$ cat src/core/dbo_map.svh
// register offsets, field positions and timing counts of the burst-order core
`ifndef DBO_MAP_SVH
`define DBO_MAP_SVH

`define DBO_REG_CTRL 8'h00
`define DBO_REG_FIRST 8'h04
`define DBO_REG_SECOND 8'h08
`define DBO_REG_STATUS 8'h0c
`define DBO_CTRL_DM_BIT 0
`define DBO_CTRL_CRC_BIT 1
`define DBO_CTRL_RESET 2'h0

`define DBO_MT_WIDTH 22
`define DBO_SEL_FIRST 3'h0
`define DBO_SEL_SECOND 3'h1
`define DBO_BL_LSB 0
`define DBO_BL_EIGHT 2'h0
`define DBO_BL_OTF 2'h1
`define DBO_BL_CHOP 2'h2
`define DBO_BT_BIT 3
`define DBO_TM_BIT 7
`define DBO_LOCK_RST_BIT 8
`define DBO_AL_LSB 3
`define DBO_AP_BIT 10
`define DBO_CHOP_PIN_BIT 12

`define DBO_LAST_SLOT 3'h7
`define DBO_CHOP_PULL_IN 3'h2
`define DBO_ROW_CLOSE_CLKS 8'h08

`endif

$ cat src/core/dbo_core_end.sv
// spare file of the burst-order core; it holds no logic

$ cat src/core/dbo_pkg.sv
// types shared by the burst-order core
package dbo_pkg;
  typedef enum logic [1:0] {
    dbo_idle,
    dbo_rd_wait,
    dbo_rd_burst,
    dbo_wr_burst
  } dbo_state_type;
endpackage : dbo_pkg

$ cat src/core/dbo_latency_decode.sv
// decodes latency, recovery and read-to-close clocks from the mode tables
`timescale 1ns/1ps
`include "dbo_map.svh"
module dbo_latency_decode (
  input wire logic [21:0] first_mode_table,
  input wire logic [21:0] second_mode_table,
  output logic [7:0] column_read_latency,
  output logic [7:0] total_read_delay,
  output logic [7:0] write_recovery,
  output logic [7:0] read_to_close_delay
);
  logic [7:0] posted_command_delay;

  always_comb begin
    case ({first_mode_table[12], first_mode_table[6:4],
           first_mode_table[2]})
      5'h00: column_read_latency = 8'h09;
      5'h01: column_read_latency = 8'h0a;
      5'h02: column_read_latency = 8'h0b;
      5'h03: column_read_latency = 8'h0c;
      5'h04: column_read_latency = 8'h0d;
      5'h05: column_read_latency = 8'h0e;
      5'h06: column_read_latency = 8'h0f;
      5'h07: column_read_latency = 8'h10;
      5'h08: column_read_latency = 8'h12;
      5'h09: column_read_latency = 8'h14;
      5'h0a: column_read_latency = 8'h16;
      5'h0b: column_read_latency = 8'h18;
      5'h0c: column_read_latency = 8'h17;
      5'h0d: column_read_latency = 8'h11;
      5'h0e: column_read_latency = 8'h13;
      5'h0f: column_read_latency = 8'h15;
      5'h10: column_read_latency = 8'h19;
      5'h11: column_read_latency = 8'h1a;
      5'h13: column_read_latency = 8'h1c;
      5'h14: column_read_latency = 8'h1d;
      5'h15: column_read_latency = 8'h1e;
      5'h16: column_read_latency = 8'h1f;
      // unlisted codes fall back to the longest latency, which is always safe
      default: column_read_latency = 8'h20;
    endcase
    case (second_mode_table[`DBO_AL_LSB +: 2])
      2'h1: posted_command_delay = column_read_latency - 8'h01;
      2'h2: posted_command_delay = column_read_latency - 8'h02;
      default: posted_command_delay = 8'h00;
    endcase
    total_read_delay = posted_command_delay + column_read_latency;
    case ({first_mode_table[13], first_mode_table[11:9]})
      4'h0: write_recovery = 8'h0a;
      4'h1: write_recovery = 8'h0c;
      4'h2: write_recovery = 8'h0e;
      4'h3: write_recovery = 8'h10;
      4'h4: write_recovery = 8'h12;
      4'h5: write_recovery = 8'h14;
      4'h6: write_recovery = 8'h18;
      4'h7: write_recovery = 8'h16;
      4'h8: write_recovery = 8'h1a;
      default: write_recovery = 8'h1c;
    endcase
    read_to_close_delay = {1'b0, write_recovery[7:1]};
  end
endmodule : dbo_latency_decode

$ cat src/core/dbo_beat_order.sv
// column order of the eight read beats for a given start and ordering kind
`timescale 1ns/1ps
module dbo_beat_order (
  input wire logic [2:0] start_column,
  input wire logic burst_ordering_kind,
  output logic [23:0] beat_columns
);
  genvar i;
  generate
    for (i = 0; i < 8; i++) begin : g_beat
      localparam logic [2:0] IDX = 3'(i);
      // sequential rotates inside each half; interleaved is a plain xor
      assign beat_columns[i*3 +: 3] = burst_ordering_kind ?
        (start_column ^ IDX) :
        {start_column[2] ^ IDX[2], start_column[1:0] + IDX[1:0]};
    end
  endgenerate
endmodule : dbo_beat_order

$ cat src/core/dbo_core.sv
// device-side burst ordering, latency and mode-table core with AHB-Lite view
`timescale 1ns/1ps
`include "dbo_map.svh"

// Notes on behaviour
// - beat order follows burst length, ordering kind and start column bits.
// - fixed chop, fixed eight and on-the-fly length choice via chop pin.
// - sequential eight-beat read rotates within each half.
// - interleaved read beat i is start column xor i.
// - chopped read sends only the half chosen by top start bit.
// - last four slots of a chopped read leave data and strobe undriven.
// - chopped write picks half by top bit; full write stores in order.
// - fixed chop starts the internal write two clocks earlier.
// - on-the-fly chop writes keep the eight-beat internal write time.
// - first read data comes the total read delay in whole clocks later.
// - total read delay is posted delay plus column latency.
// - recovery plus row close time sets the auto-close write delay.
// - with mask and checksum on, a bad checksum blocks the write.
// - read-to-close plus row close time gates the next activate.
// - the lock-loop reset bit clears itself after the reset is issued.
// - mode-table write maps bank group, bank and address pins to bits.
// - burst length field codes eight, on-the-fly, chop, reserved.
// - bit three selects sequential or interleaved ordering.
module dbo_core #(
  parameter int DW = 8,
  parameter int NB = 8,
  parameter logic [7:0] ROW_CLOSE_CLKS = `DBO_ROW_CLOSE_CLKS
) (
  input wire logic hclk,
  input wire logic hresetn,
  input wire logic hsel,
  input wire logic [31:0] haddr,
  input wire logic [1:0] htrans,
  input wire logic hwrite,
  input wire logic [2:0] hsize,
  input wire logic [31:0] hwdata,
  input wire logic hready,
  output logic [31:0] hrdata,
  output logic hreadyout,
  output logic hresp,
  input wire logic cmd_select,
  input wire logic ras_n,
  input wire logic cas_n,
  input wire logic we_n,
  input wire logic [1:0] bank_group_pins,
  input wire logic [1:0] bank_select_pins,
  input wire logic [17:0] addr,
  input wire logic [DW-1:0] wdata,
  input wire logic wr_crc_error,
  output logic [DW-1:0] dq_out,
  output logic dq_oe,
  output logic dqs_oe,
  output logic store_ref_pulse,
  output logic write_blocked_pulse,
  output logic lock_reset_pulse,
  output logic act_allowed,
  output logic factory_test_active
);
  localparam int RW = $clog2(NB);

  typedef struct packed {
    dbo_pkg::dbo_state_type st;
    logic [21:0] mt0;
    logic [21:0] mt1;
    logic dm_en;
    logic crc_en;
    logic [7:0] cnt;
    logic [2:0] beat;
    logic [2:0] start;
    logic [RW-1:0] row;
    logic chop;
    logic autoclose;
    logic [7:0] close_cnt;
    logic [7:0] blocked;
    logic [8*DW-1:0] wbuf;
    logic [NB-1:0][8*DW-1:0] mem;
    logic [DW-1:0] dq_out;
    logic dq_oe;
    logic store_ref;
    logic blocked_pulse;
    logic lock_pulse;
    logic act_ok;
    logic ap_sel;
    logic ap_write;
    logic [7:0] ap_addr;
    logic [31:0] hrdata;
    logic ready;
  } dbo_core_state_type;

  localparam dbo_core_state_type RESET_STATE = '{
    st: dbo_pkg::dbo_idle, act_ok: 1'b1, ready: 1'b1, default: '0};

  dbo_core_state_type r;
  dbo_core_state_type n;
  logic [7:0] cl;
  logic [7:0] rl;
  logic [7:0] wr_clks;
  logic [7:0] rtp_clks;
  logic [23:0] rd_cols;
  logic is_mrs;
  logic is_read;
  logic is_write;
  logic [1:0] bl_field;
  logic cmd_chop;
  logic [2:0] commit_slot;
  logic [2:0] col;
  logic [2:0] src;
  logic [21:0] table_value;

  dbo_latency_decode u_decode (
    .first_mode_table(r.mt0),
    .second_mode_table(r.mt1),
    .column_read_latency(cl),
    .total_read_delay(rl),
    .write_recovery(wr_clks),
    .read_to_close_delay(rtp_clks)
  );

  dbo_beat_order u_order (
    .start_column(r.start),
    .burst_ordering_kind(r.mt0[`DBO_BT_BIT]),
    .beat_columns(rd_cols)
  );

  // command decode assumes strobes all low for a table write
  assign is_mrs = cmd_select && !ras_n && !cas_n && !we_n;
  assign is_read = cmd_select && ras_n && !cas_n && we_n;
  assign is_write = cmd_select && ras_n && !cas_n && !we_n;
  assign bl_field = r.mt0[`DBO_BL_LSB +: 2];
  // reserved length code behaves as fixed eight beats
  assign cmd_chop = (bl_field == `DBO_BL_CHOP) ||
    ((bl_field == `DBO_BL_OTF) && !addr[`DBO_CHOP_PIN_BIT]);
  // only the fixed chop setting pulls the internal write in
  assign commit_slot = (bl_field == `DBO_BL_CHOP) ?
    (`DBO_LAST_SLOT - `DBO_CHOP_PULL_IN) : `DBO_LAST_SLOT;
  // bit 21..18 from bank pins, 17 from A17, 16..14 unused
  assign table_value = {bank_group_pins, bank_select_pins, addr[17],
    3'h0, addr[13:0]};

  always_comb begin
    n = r;
    col = '0;
    src = '0;
    n.dq_oe = 1'b0;
    n.store_ref = 1'b0;
    n.blocked_pulse = 1'b0;
    n.lock_pulse = 1'b0;
    if (r.mt0[`DBO_LOCK_RST_BIT]) begin
      n.mt0[`DBO_LOCK_RST_BIT] = 1'b0;
    end
    if (r.close_cnt != 8'h00) begin
      n.close_cnt = r.close_cnt - 8'h01;
    end
    n.act_ok = (n.close_cnt == 8'h00);

    if (is_mrs) begin
      if ({bank_group_pins[0], bank_select_pins} == `DBO_SEL_FIRST) begin
        n.mt0 = table_value;
        n.lock_pulse = addr[`DBO_LOCK_RST_BIT];
      end else if ({bank_group_pins[0], bank_select_pins} ==
                   `DBO_SEL_SECOND) begin
        n.mt1 = table_value;
      end
    end

    case (r.st)
      dbo_pkg::dbo_idle: begin
        // a burst in flight makes later read or write commands be ignored
        if (is_read || is_write) begin
          n.start = addr[2:0];
          n.row = addr[3 +: RW];
          n.chop = cmd_chop;
          n.autoclose = addr[`DBO_AP_BIT];
          n.beat = 3'h0;
          n.cnt = rl;
          n.st = is_read ? dbo_pkg::dbo_rd_wait : dbo_pkg::dbo_wr_burst;
        end
      end
      dbo_pkg::dbo_rd_wait: begin
        if (r.cnt == 8'h01) begin
          n.dq_out = r.mem[r.row][rd_cols[2:0]*DW +: DW];
          n.dq_oe = 1'b1;
          n.beat = 3'h1;
          n.st = dbo_pkg::dbo_rd_burst;
        end else begin
          n.cnt = r.cnt - 8'h01;
        end
      end
      dbo_pkg::dbo_rd_burst: begin
        n.dq_out = r.mem[r.row][rd_cols[r.beat*3 +: 3]*DW +: DW];
        n.dq_oe = !(r.chop && r.beat[2]);
        n.beat = r.beat + 3'h1;
        if (r.beat == `DBO_LAST_SLOT) begin
          n.st = dbo_pkg::dbo_idle;
          if (r.autoclose) begin
            n.close_cnt = rtp_clks + ROW_CLOSE_CLKS;
            n.act_ok = 1'b0;
          end
        end
      end
      dbo_pkg::dbo_wr_burst: begin
        if (!r.chop || !r.beat[2]) begin
          n.wbuf[r.beat*DW +: DW] = wdata;
        end
        if (r.beat == commit_slot) begin
          n.store_ref = 1'b1;
          if (r.dm_en && r.crc_en && wr_crc_error) begin
            n.blocked_pulse = 1'b1;
            n.blocked = r.blocked + 8'h01;
          end else begin
            for (int c = 0; c < 8; c++) begin
              col = 3'(c);
              src = r.chop ? {1'b0, col[1:0]} : col;
              if (!r.chop || col[2] == r.start[2]) begin
                n.mem[r.row][c*DW +: DW] = n.wbuf[src*DW +: DW];
              end
            end
          end
          if (r.autoclose) begin
            n.close_cnt = wr_clks + ROW_CLOSE_CLKS;
            n.act_ok = 1'b0;
          end
        end
        n.beat = r.beat + 3'h1;
        if (r.beat == `DBO_LAST_SLOT) begin
          n.st = dbo_pkg::dbo_idle;
        end
      end
      default: n.st = dbo_pkg::dbo_idle;
    endcase

    // bus data phase: only the control register takes writes
    if (r.ap_sel && r.ap_write && r.ap_addr == `DBO_REG_CTRL) begin
      n.dm_en = hwdata[`DBO_CTRL_DM_BIT];
      n.crc_en = hwdata[`DBO_CTRL_CRC_BIT];
    end
    n.ap_sel = hsel && htrans[1] && hready;
    n.ap_write = hwrite;
    n.ap_addr = haddr[7:0];
    if (hsel && htrans[1] && hready && !hwrite) begin
      if (haddr[7:0] == `DBO_REG_CTRL) begin
        n.hrdata = {30'h0, r.crc_en, r.dm_en};
      end else if (haddr[7:0] == `DBO_REG_FIRST) begin
        n.hrdata = {10'h0, r.mt0};
      end else if (haddr[7:0] == `DBO_REG_SECOND) begin
        n.hrdata = {10'h0, r.mt1};
      end else if (haddr[7:0] == `DBO_REG_STATUS) begin
        n.hrdata = {16'h0, r.blocked, 4'h0, r.mt0[`DBO_TM_BIT],
          r.act_ok, r.st != dbo_pkg::dbo_idle, r.chop};
      end else begin
        n.hrdata = 32'h0;
      end
    end
  end

  always_ff @(posedge hclk or negedge hresetn) begin
    if (!hresetn) begin
      r <= RESET_STATE;
    end else begin
      r <= n;
    end
  end

  assign hrdata = r.hrdata;
  assign hreadyout = r.ready;
  assign hresp = r.blocked_pulse & ~r.blocked_pulse;
  assign dq_out = r.dq_out;
  assign dq_oe = r.dq_oe;
  assign dqs_oe = r.dq_oe;
  assign store_ref_pulse = r.store_ref;
  assign write_blocked_pulse = r.blocked_pulse;
  assign lock_reset_pulse = r.lock_pulse;
  assign act_allowed = r.act_ok;
  // the test setting is only reported, never acted upon
  assign factory_test_active = r.mt0[`DBO_TM_BIT];
endmodule : dbo_core

$ cat config.mk
export PLATFORM = sky130hd
export DESIGN_NAME = dbo_core
export DESIGN_NICKNAME = d
export VERILOG_FILES = /design/src/core/dbo_core_end.sv /design/src/core/dbo_pkg.sv /design/src/core/dbo_latency_decode.sv /design/src/core/dbo_beat_order.sv /design/src/core/dbo_core.sv
export VERILOG_INCLUDE_DIRS = /design/src /design/src/core
export SDC_FILE = /design/constraint.sdc
export NUM_CORES = 1
export LEC_CHECK = 0
export BUFFER_PORTS_ARGS = -buffer_cell sky130_fd_sc_hd__buf_2
export CELL_PAD_IN_SITES_DETAIL_PLACEMENT = 1
export CELL_PAD_IN_SITES_GLOBAL_PLACEMENT = 2
export CORE_ASPECT_RATIO = 1.4
export CORE_MARGIN = 5
export CORE_UTILIZATION = 42
export CTS_CLUSTER_SIZE = 16
export DETAILED_ROUTE_END_ITERATION = 10
export GPL_TIMING_DRIVEN = 1
export PLACE_DENSITY = 0.89
export SLEW_MARGIN = 20
export SYNTH_ARGS = -nofsm -noshare
export SYNTH_HDL_FRONTEND = slang
export SYNTH_SLANG_ARGS = --single-unit
$ cat constraint.sdc
create_clock -name hclk -period 4.1 [get_ports hclk]
set_clock_uncertainty 0.15 [all_clocks]
set_input_delay 0.205 -clock hclk [delete_from_list [all_inputs] [get_ports hclk]]
set_output_delay 0.205 -clock hclk [all_outputs]
set_load 0.02 [all_outputs]
; ---- Word-level counts from Yosys, hierarchy flattened
; Memories as Yosys holds them, arrays and structs flattened.
; Cells that the tools add are included.
[totals]
reg_bits = 708
romBits = 256
memories = 2
[memory_table]
columns = memory, depth, word_bits, read_ports, rd_clocked_by_memory_dff, wr, line
row1 = (no name shown), 32, 6, 1, 0, 0, dbo_latency_decode.sv:15  ; case ({first_mode_table[12], first_mode_table[6:4],
row2 = (no name shown), 16, 4, 1, 0, 0, dbo_latency_decode.sv:48  ; case ({first_mode_table[13], first_mode_table[11:9]})
[classes]
add_sub_neg = 13
mul = 1
n_lt_le_gt_ge = 2
n_eq_ne = 18
shifts = 9
muxes = 106
n_bitwise = 9
n_reduce_logical = 49
[op_table]
columns = operator, count
row1 = two-way mux 512 bit, 29
row2 = bitwise mux 512 bit, 8
row3 = demux 64 bit (select 3 bit), 8
row4 = variable part select 64 x 7 -> 8 bit, 6
row5 = two-way mux 64 bit, 4
row6 = binary-select mux 64 bit (select 3 bit), 1
row7 = two-way mux 22 bit, 5
row8 = bitwise mux 64 bit, 1
row9 = variable shift 8 x 34 -> 64 bit (first input constant), 1
row10 = variable part select 8 x 34 -> 64 bit, 1
row11 = two-way mux 56 bit, 1
row12 = two-way mux 8 bit, 7
row13 = two-way mux 16 bit, 3
row14 = two-way mux 48 bit, 1
row15 = one-hot mux 8 bit (2 select lines), 3
row16 = two-way mux 40 bit, 1
row17 = negator 6 -> 34 bit, 1
row18 = two-way mux 32 bit, 1
row19 = two-way mux 31 bit, 1
row20 = zero test 8 bit, 3
row21 = two-way mux 24 bit, 1
row22 = two-way mux 3 bit, 8
row23 = variable part select 24 x 6 -> 3 bit, 1
row24 = subtractor 8 x 1 -> 8 bit (second input constant), 3
row25 = other kinds (42), 108

; ---- Depth between registers and ports, before layout
[logic_depth]
depth_word = 42
depth_mapped = 18

; ---- Cells and area by module
; From an unflattened synthesis, not the netlist that was laid out.
[unflattened]
cells_unflattened = 3195
hier_area_um2 = 34553.1
[modules_own_cells]
columns = mod, n_inst, cells_each, area_each_um2, seq_area_each_um2
row1 = dbo_core, 1, 3045, 33439.6, 17418.0
row2 = dbo_latency_decode, 1, 125, 928.4, 0.0
row3 = dbo_beat_order, 1, 25, 185.2, 0.0

; ---- Worst setup path before layout
; OpenSTA, ideal clock, no wires.
[synth_path]
kind = register -> register
start = register r[693] (netlist name)
end = register r[662] (netlist name)
setup_ns = 0.126
arrival_time_ns = 3.274
path_slack_ns = 0.550
stages_incl_launch_ff = 16
path_buffers = 0
period_less_slack_ns = 3.550
path_cell_list = dfrtp_1 > inv_1 > ha_1 > nor3b_1 > a211oi_1 > a21oi_1 > ha_1 > nand2b_1 > a21oi_1 > ha_1 > a41o_1 > a31o_2 > a21oi_1 > xor2_1 > a21oi_1 > a221o_1
[synth_between]
elab_chain_len = 6
word_cells_on_any_way = 7
cone_classes = 3 x add/sub / 3 x mux / 1 x memory
[synth_rtl]
columns = item, line
row1 = from (decl), dbo_core.sv:93  ; dbo_core_state_type r;
row2 = from (signal assigned), dbo_core.sv:260  ; r <= n;
row3 = memory read (32 x 6 bit) (*), --
row4 = subtractor 8 x 2 -> 8 bit or subtractor 8 x 1 -> 8 bit (tied branches), "dbo_latency_decode.sv:44, dbo_latency_decode.sv:43"
row5 = one-hot mux 8 bit (2 select lines), dbo_latency_decode.sv:42  ; case (second_mode_table[`DBO_AL_LSB +: 2])
row6 = adder 8 bit (*), dbo_latency_decode.sv:47  ; total_read_delay = posted_command_delay + column_read_latency;
row7 = two-way mux 19 bit (*), dbo_core.sv:169  ; if (is_read || is_write) begin
row8 = one-hot mux 8 bit (2 select lines) (*), dbo_core.sv:166  ; case (r.st)
; Every way passes the cells marked *; elsewhere a longest branch is shown, timed or not. The select of a mux whose other input is x is not followed.
; A chain may end at the register's enable or synchronous reset.

; ---- Worst setup path after layout
[layout_path]
start = register r[693] (netlist name)
end = register r[664] (netlist name)
; Same word-level chain as after synthesis.

==> results_dict.tcl <==
set metrics [dict create \
    vias 25339 \
    start_util_pct 42.3 \
    grt_max_degree 152 \
    overflow 0 \
    r2r_slack_ns 0.27 \
    dp_hpwl_mm 77.4 \
    top_layer_used "met5" \
    ir_drop_mv 0.309 \
    drt_iter0_markers 1594 \
    arrival_ns 4.15 \
    cp_max_fo 7 \
    crit_type "reg -> reg" \
    slew_violations 0 \
    grt_usage_pct 26.6 \
    crit_buf_inv 1 \
    ant_nets 0 \
    synth-edff-count 0 \
    num-nets-final 3258 \
    finalSetupViolCount 0 \
    cts_max_path_buffers 3 \
    clkSinkCount 696 \
    portBuffers 83 \
    antenna_found_initial 4 \
    boundaryPins 158 \
    cp.required_ns 4.42 \
    post-route-min-period_ns 3.83 \
    cp-end-kind "register" \
    syn_area_per_cell_um2 11.1 \
    num_rows 122 \
    worst_pin_slew_ns 1.14 \
    setup_tns_ns 0 \
    ys_seq_elements 696 \
    die_h_um 343 \
    synth_top_cell_by_area "dfrtp_1" \
    area_growth_pct 14.0 \
    netlist_area_um2 33400 \
    yosys_warnings 0 \
    cp-start-kind "register" \
    drc_errors 0 \
    rsz0062_at_grt "false" \
    wl_met1_mm 41.4 \
    stdcell_count 4217 \
    whs_endpoint "r[660]$_DFFE_PN0P_" \
    p_leak_nw 17.9 \
    status "complete, no violations" \
    wl_met3_mm 5.09 \
    synth_area_leaders "dfrtp_1 52%, mux2_2 11%, a21oi_1 5.4%" \
    grt_pass1_vias 27916 \
    dieWidth_um 248 \
    yosysMostFrequentCell "dfrtp_1" \
    cts.clk_slew.worst_paths_ns 0.07 \
    synth_seq_area_share_pct 52.2 \
    final-hold-violation-count 0 \
    reg2reg_depth 15 \
    die_area_um2 85200 \
    hold_path.class "in -> reg" \
    root_buffer "clkbuf_16" \
    synth-main-ff-cell "dfrtp_1" \
    wl_per_cell_um 27.0 \
    synth_top_area_share_pct 52.1 \
    routed-wl-met2_mm 58.5 \
    max_freq_mhz 261 \
    grt_pass1_wl_mm 173 \
    hold_depth 6 \
    synth_cell_types 84 \
    relSlewSlack_pct 23.7 \
    syn_inst 3000 \
    crit_chain "inv_1 -> ha_1 -> nand2_1 -> a21oi_1 -> nor2_1 -> ha_1 -> nand2b_1 -> a21oi_2 -> ha_1 -> a41o_1 -> a31o_2 -> a41oi_1 -> nand2b_1 -> xnor2_1 -> o221ai_1" \
    core_area_um2 78900 \
    synth_common_cells "695 x dfrtp_1, 376 x nor2_1, 359 x a21oi_1" \
    min_from "cas_n" \
    cts_htree_levels 3 \
    cp_common_cell "ha_1" \
    cts_buffers 71 \
    wl_mm 114 \
    p_per_area_nw_per_um2 619 \
    r2r_start "r[693]$_DFFE_PN0P_" \
    dr.pass1.iters 5 \
    dp_cells 4049 \
    maxCapViolCount 0 \
    r2r-end "r[664]$_DFFE_PN0P_" \
    cts_tree "done" \
    critPathTopFamily "compound AO/OA/AOI/OAI gates" \
    cpMaxStageDelayCell "dfrtp_1" \
    clk_latency_ns 0.61 \
    gp_congestion 0.893 \
    vias_per_cell 6.01 \
    period_share_pct 93.5 \
    slowest_delay_ns 0.47 \
    ys_async_sr_fraction_pct 100 \
    layout-drive-gt1-share_pct 24.2 \
]
-- flip-flops by register name, indices dropped and copies added (netlist names) --
register	cells
r	660
hrdata	21
dq_out	8
bl_field	2
act_allowed	1
dq_oe	1
factory_test_active	1
store_ref_pulse	1
write_blocked_pulse	1
-- power by group --
| part | switching, W | internal [W] | leakage (nW) | total [W] |
|---|---|---|---|---|
| registers | 0.000655 | 0.00736 | 9.37 | 0.00802 |
| logic | 0.00608 | 0.00285 | 7.39 | 0.00892 |
| clock network | 0.00278 | 0.00379 | 1.11 | 0.00657 |
-- through the flow --
stage | util, % | hold slack [ns] | setup WS [ns] | instance area (um2) | total power [W]
floorplan | - | -0.241 | 0.550 | 33400 | 0.0129
global placement | 44.7 | -0.0665 | 0.324 | 35300 | 0.0166
detailed placement | 44.7 | -0.0650 | 0.285 | 35300 | 0.0169
CTS | 48.1 | 0.000625 | 0.192 | 38000 | 0.0235
global route | 48.2 | 0.0626 | 0.0183 | 38000 | 0.0244
finish | 48.2 | 0.0287 | 0.268 | 38000 | 0.0235
-- metal layers --
| layer | up-vias | global-route usage (%) |
|---|---|---|
| met5 | - | 0 |
| met4 | 2 | 17.5 |
| met1 | 13313 | 29.3 |
| li1 | 10999 | - |
| met2 | 708 | 47.2 |
| met3 | 317 | 4.18 |
-- worst min-delay path, delay by kind of cell --
family	cells	cell delay, ns
buffers and inverters	1	0.09
and+or+nand+nor	3	0.27
AOI/OAI and AO/OA	2	0.18
-- kinds of logic after synthesis --
family                     Yosys count  synth area share, %
AOI/OAI and AO/OA                  763                 14.5
and+or+nand+nor                    718                 9.58
DFF                                696                 52.2
muxes                              481                 17.6
buffers and inverters              280                 4.09
adders and majority gates           36                 1.37
xor gates and xnor gates            24                0.675
other                                2               0.0225
-- final cells by class --
class | count | area, um2
fillers | 8397 | 40900
flip-flops and latches | 696 | 17400
multi-input cells | 2035 | 14700
repair buffers | 270 | 2140
clock buffers | 99 | 1970
well taps | 1054 | 1320
clock inverters | 21 | 293
inverters | 39 | 149
diodes | 3 | 7.51
-- timing repair --
item                                    CTS  global route
hold endpoints to repair                790             0
endpoints found under the setup margin    0             3
resized for setup                         0             1
buffers inserted                          0             0
hold buffers                             45             0
-- layout by cell type, fill, tap and decap left out, types with 11 or more instances in the layout --
cell / instances
mux2i_1: 87
clkbuf_1: 19
mux2_1: 14
nand2b_1: 20
clkbuf_16: 71
mux2_2: 326
xnor2_1: 18
a21oi_2: 19
dfrtp_1: 691
conb_1: 13
o22ai_1: 18
o221ai_1: 11
buf_12: 16
nor2b_1: 20
o21ai_0: 78
a22o_1: 18
mux4_2: 47
buf_4: 126
ha_1: 34
nor3_1: 22
dlygate4sd3_1: 45
a221oi_1: 43
inv_1: 37
a211oi_1: 43
buf_2: 82
nor2_1: 374
a221o_1: 21
nand2_1: 151
a21oi_1: 357
a22oi_1: 67
and3_1: 21
o211ai_1: 16
nand3_1: 35
-- how the worst max path moves through the flow --
stage / start / end / slack (ns) / depth (start not counted)
2_1_floorplan: r[693]$_DFFE_PN0P_ / r[662]$_DFFE_PN0P_ / 0.55 / 15
3_3_place_gp: r[693]$_DFFE_PN0P_ / r[664]$_DFFE_PN0P_ / 0.32 / 15
6_report: r[693]$_DFFE_PN0P_ / r[664]$_DFFE_PN0P_ / 0.27 / 15
5_1_grt: r[693]$_DFFE_PN0P_ / r[664]$_DFFE_PN0P_ / 0.02 / 15
4_1_cts: r[693]$_DFFE_PN0P_ / r[664]$_DFFE_PN0P_ / 0.19 / 15
3_5_place_dp: r[693]$_DFFE_PN0P_ / r[662]$_DFFE_PN0P_ / 0.29 / 15
Power figures use the tool's default switching activity.
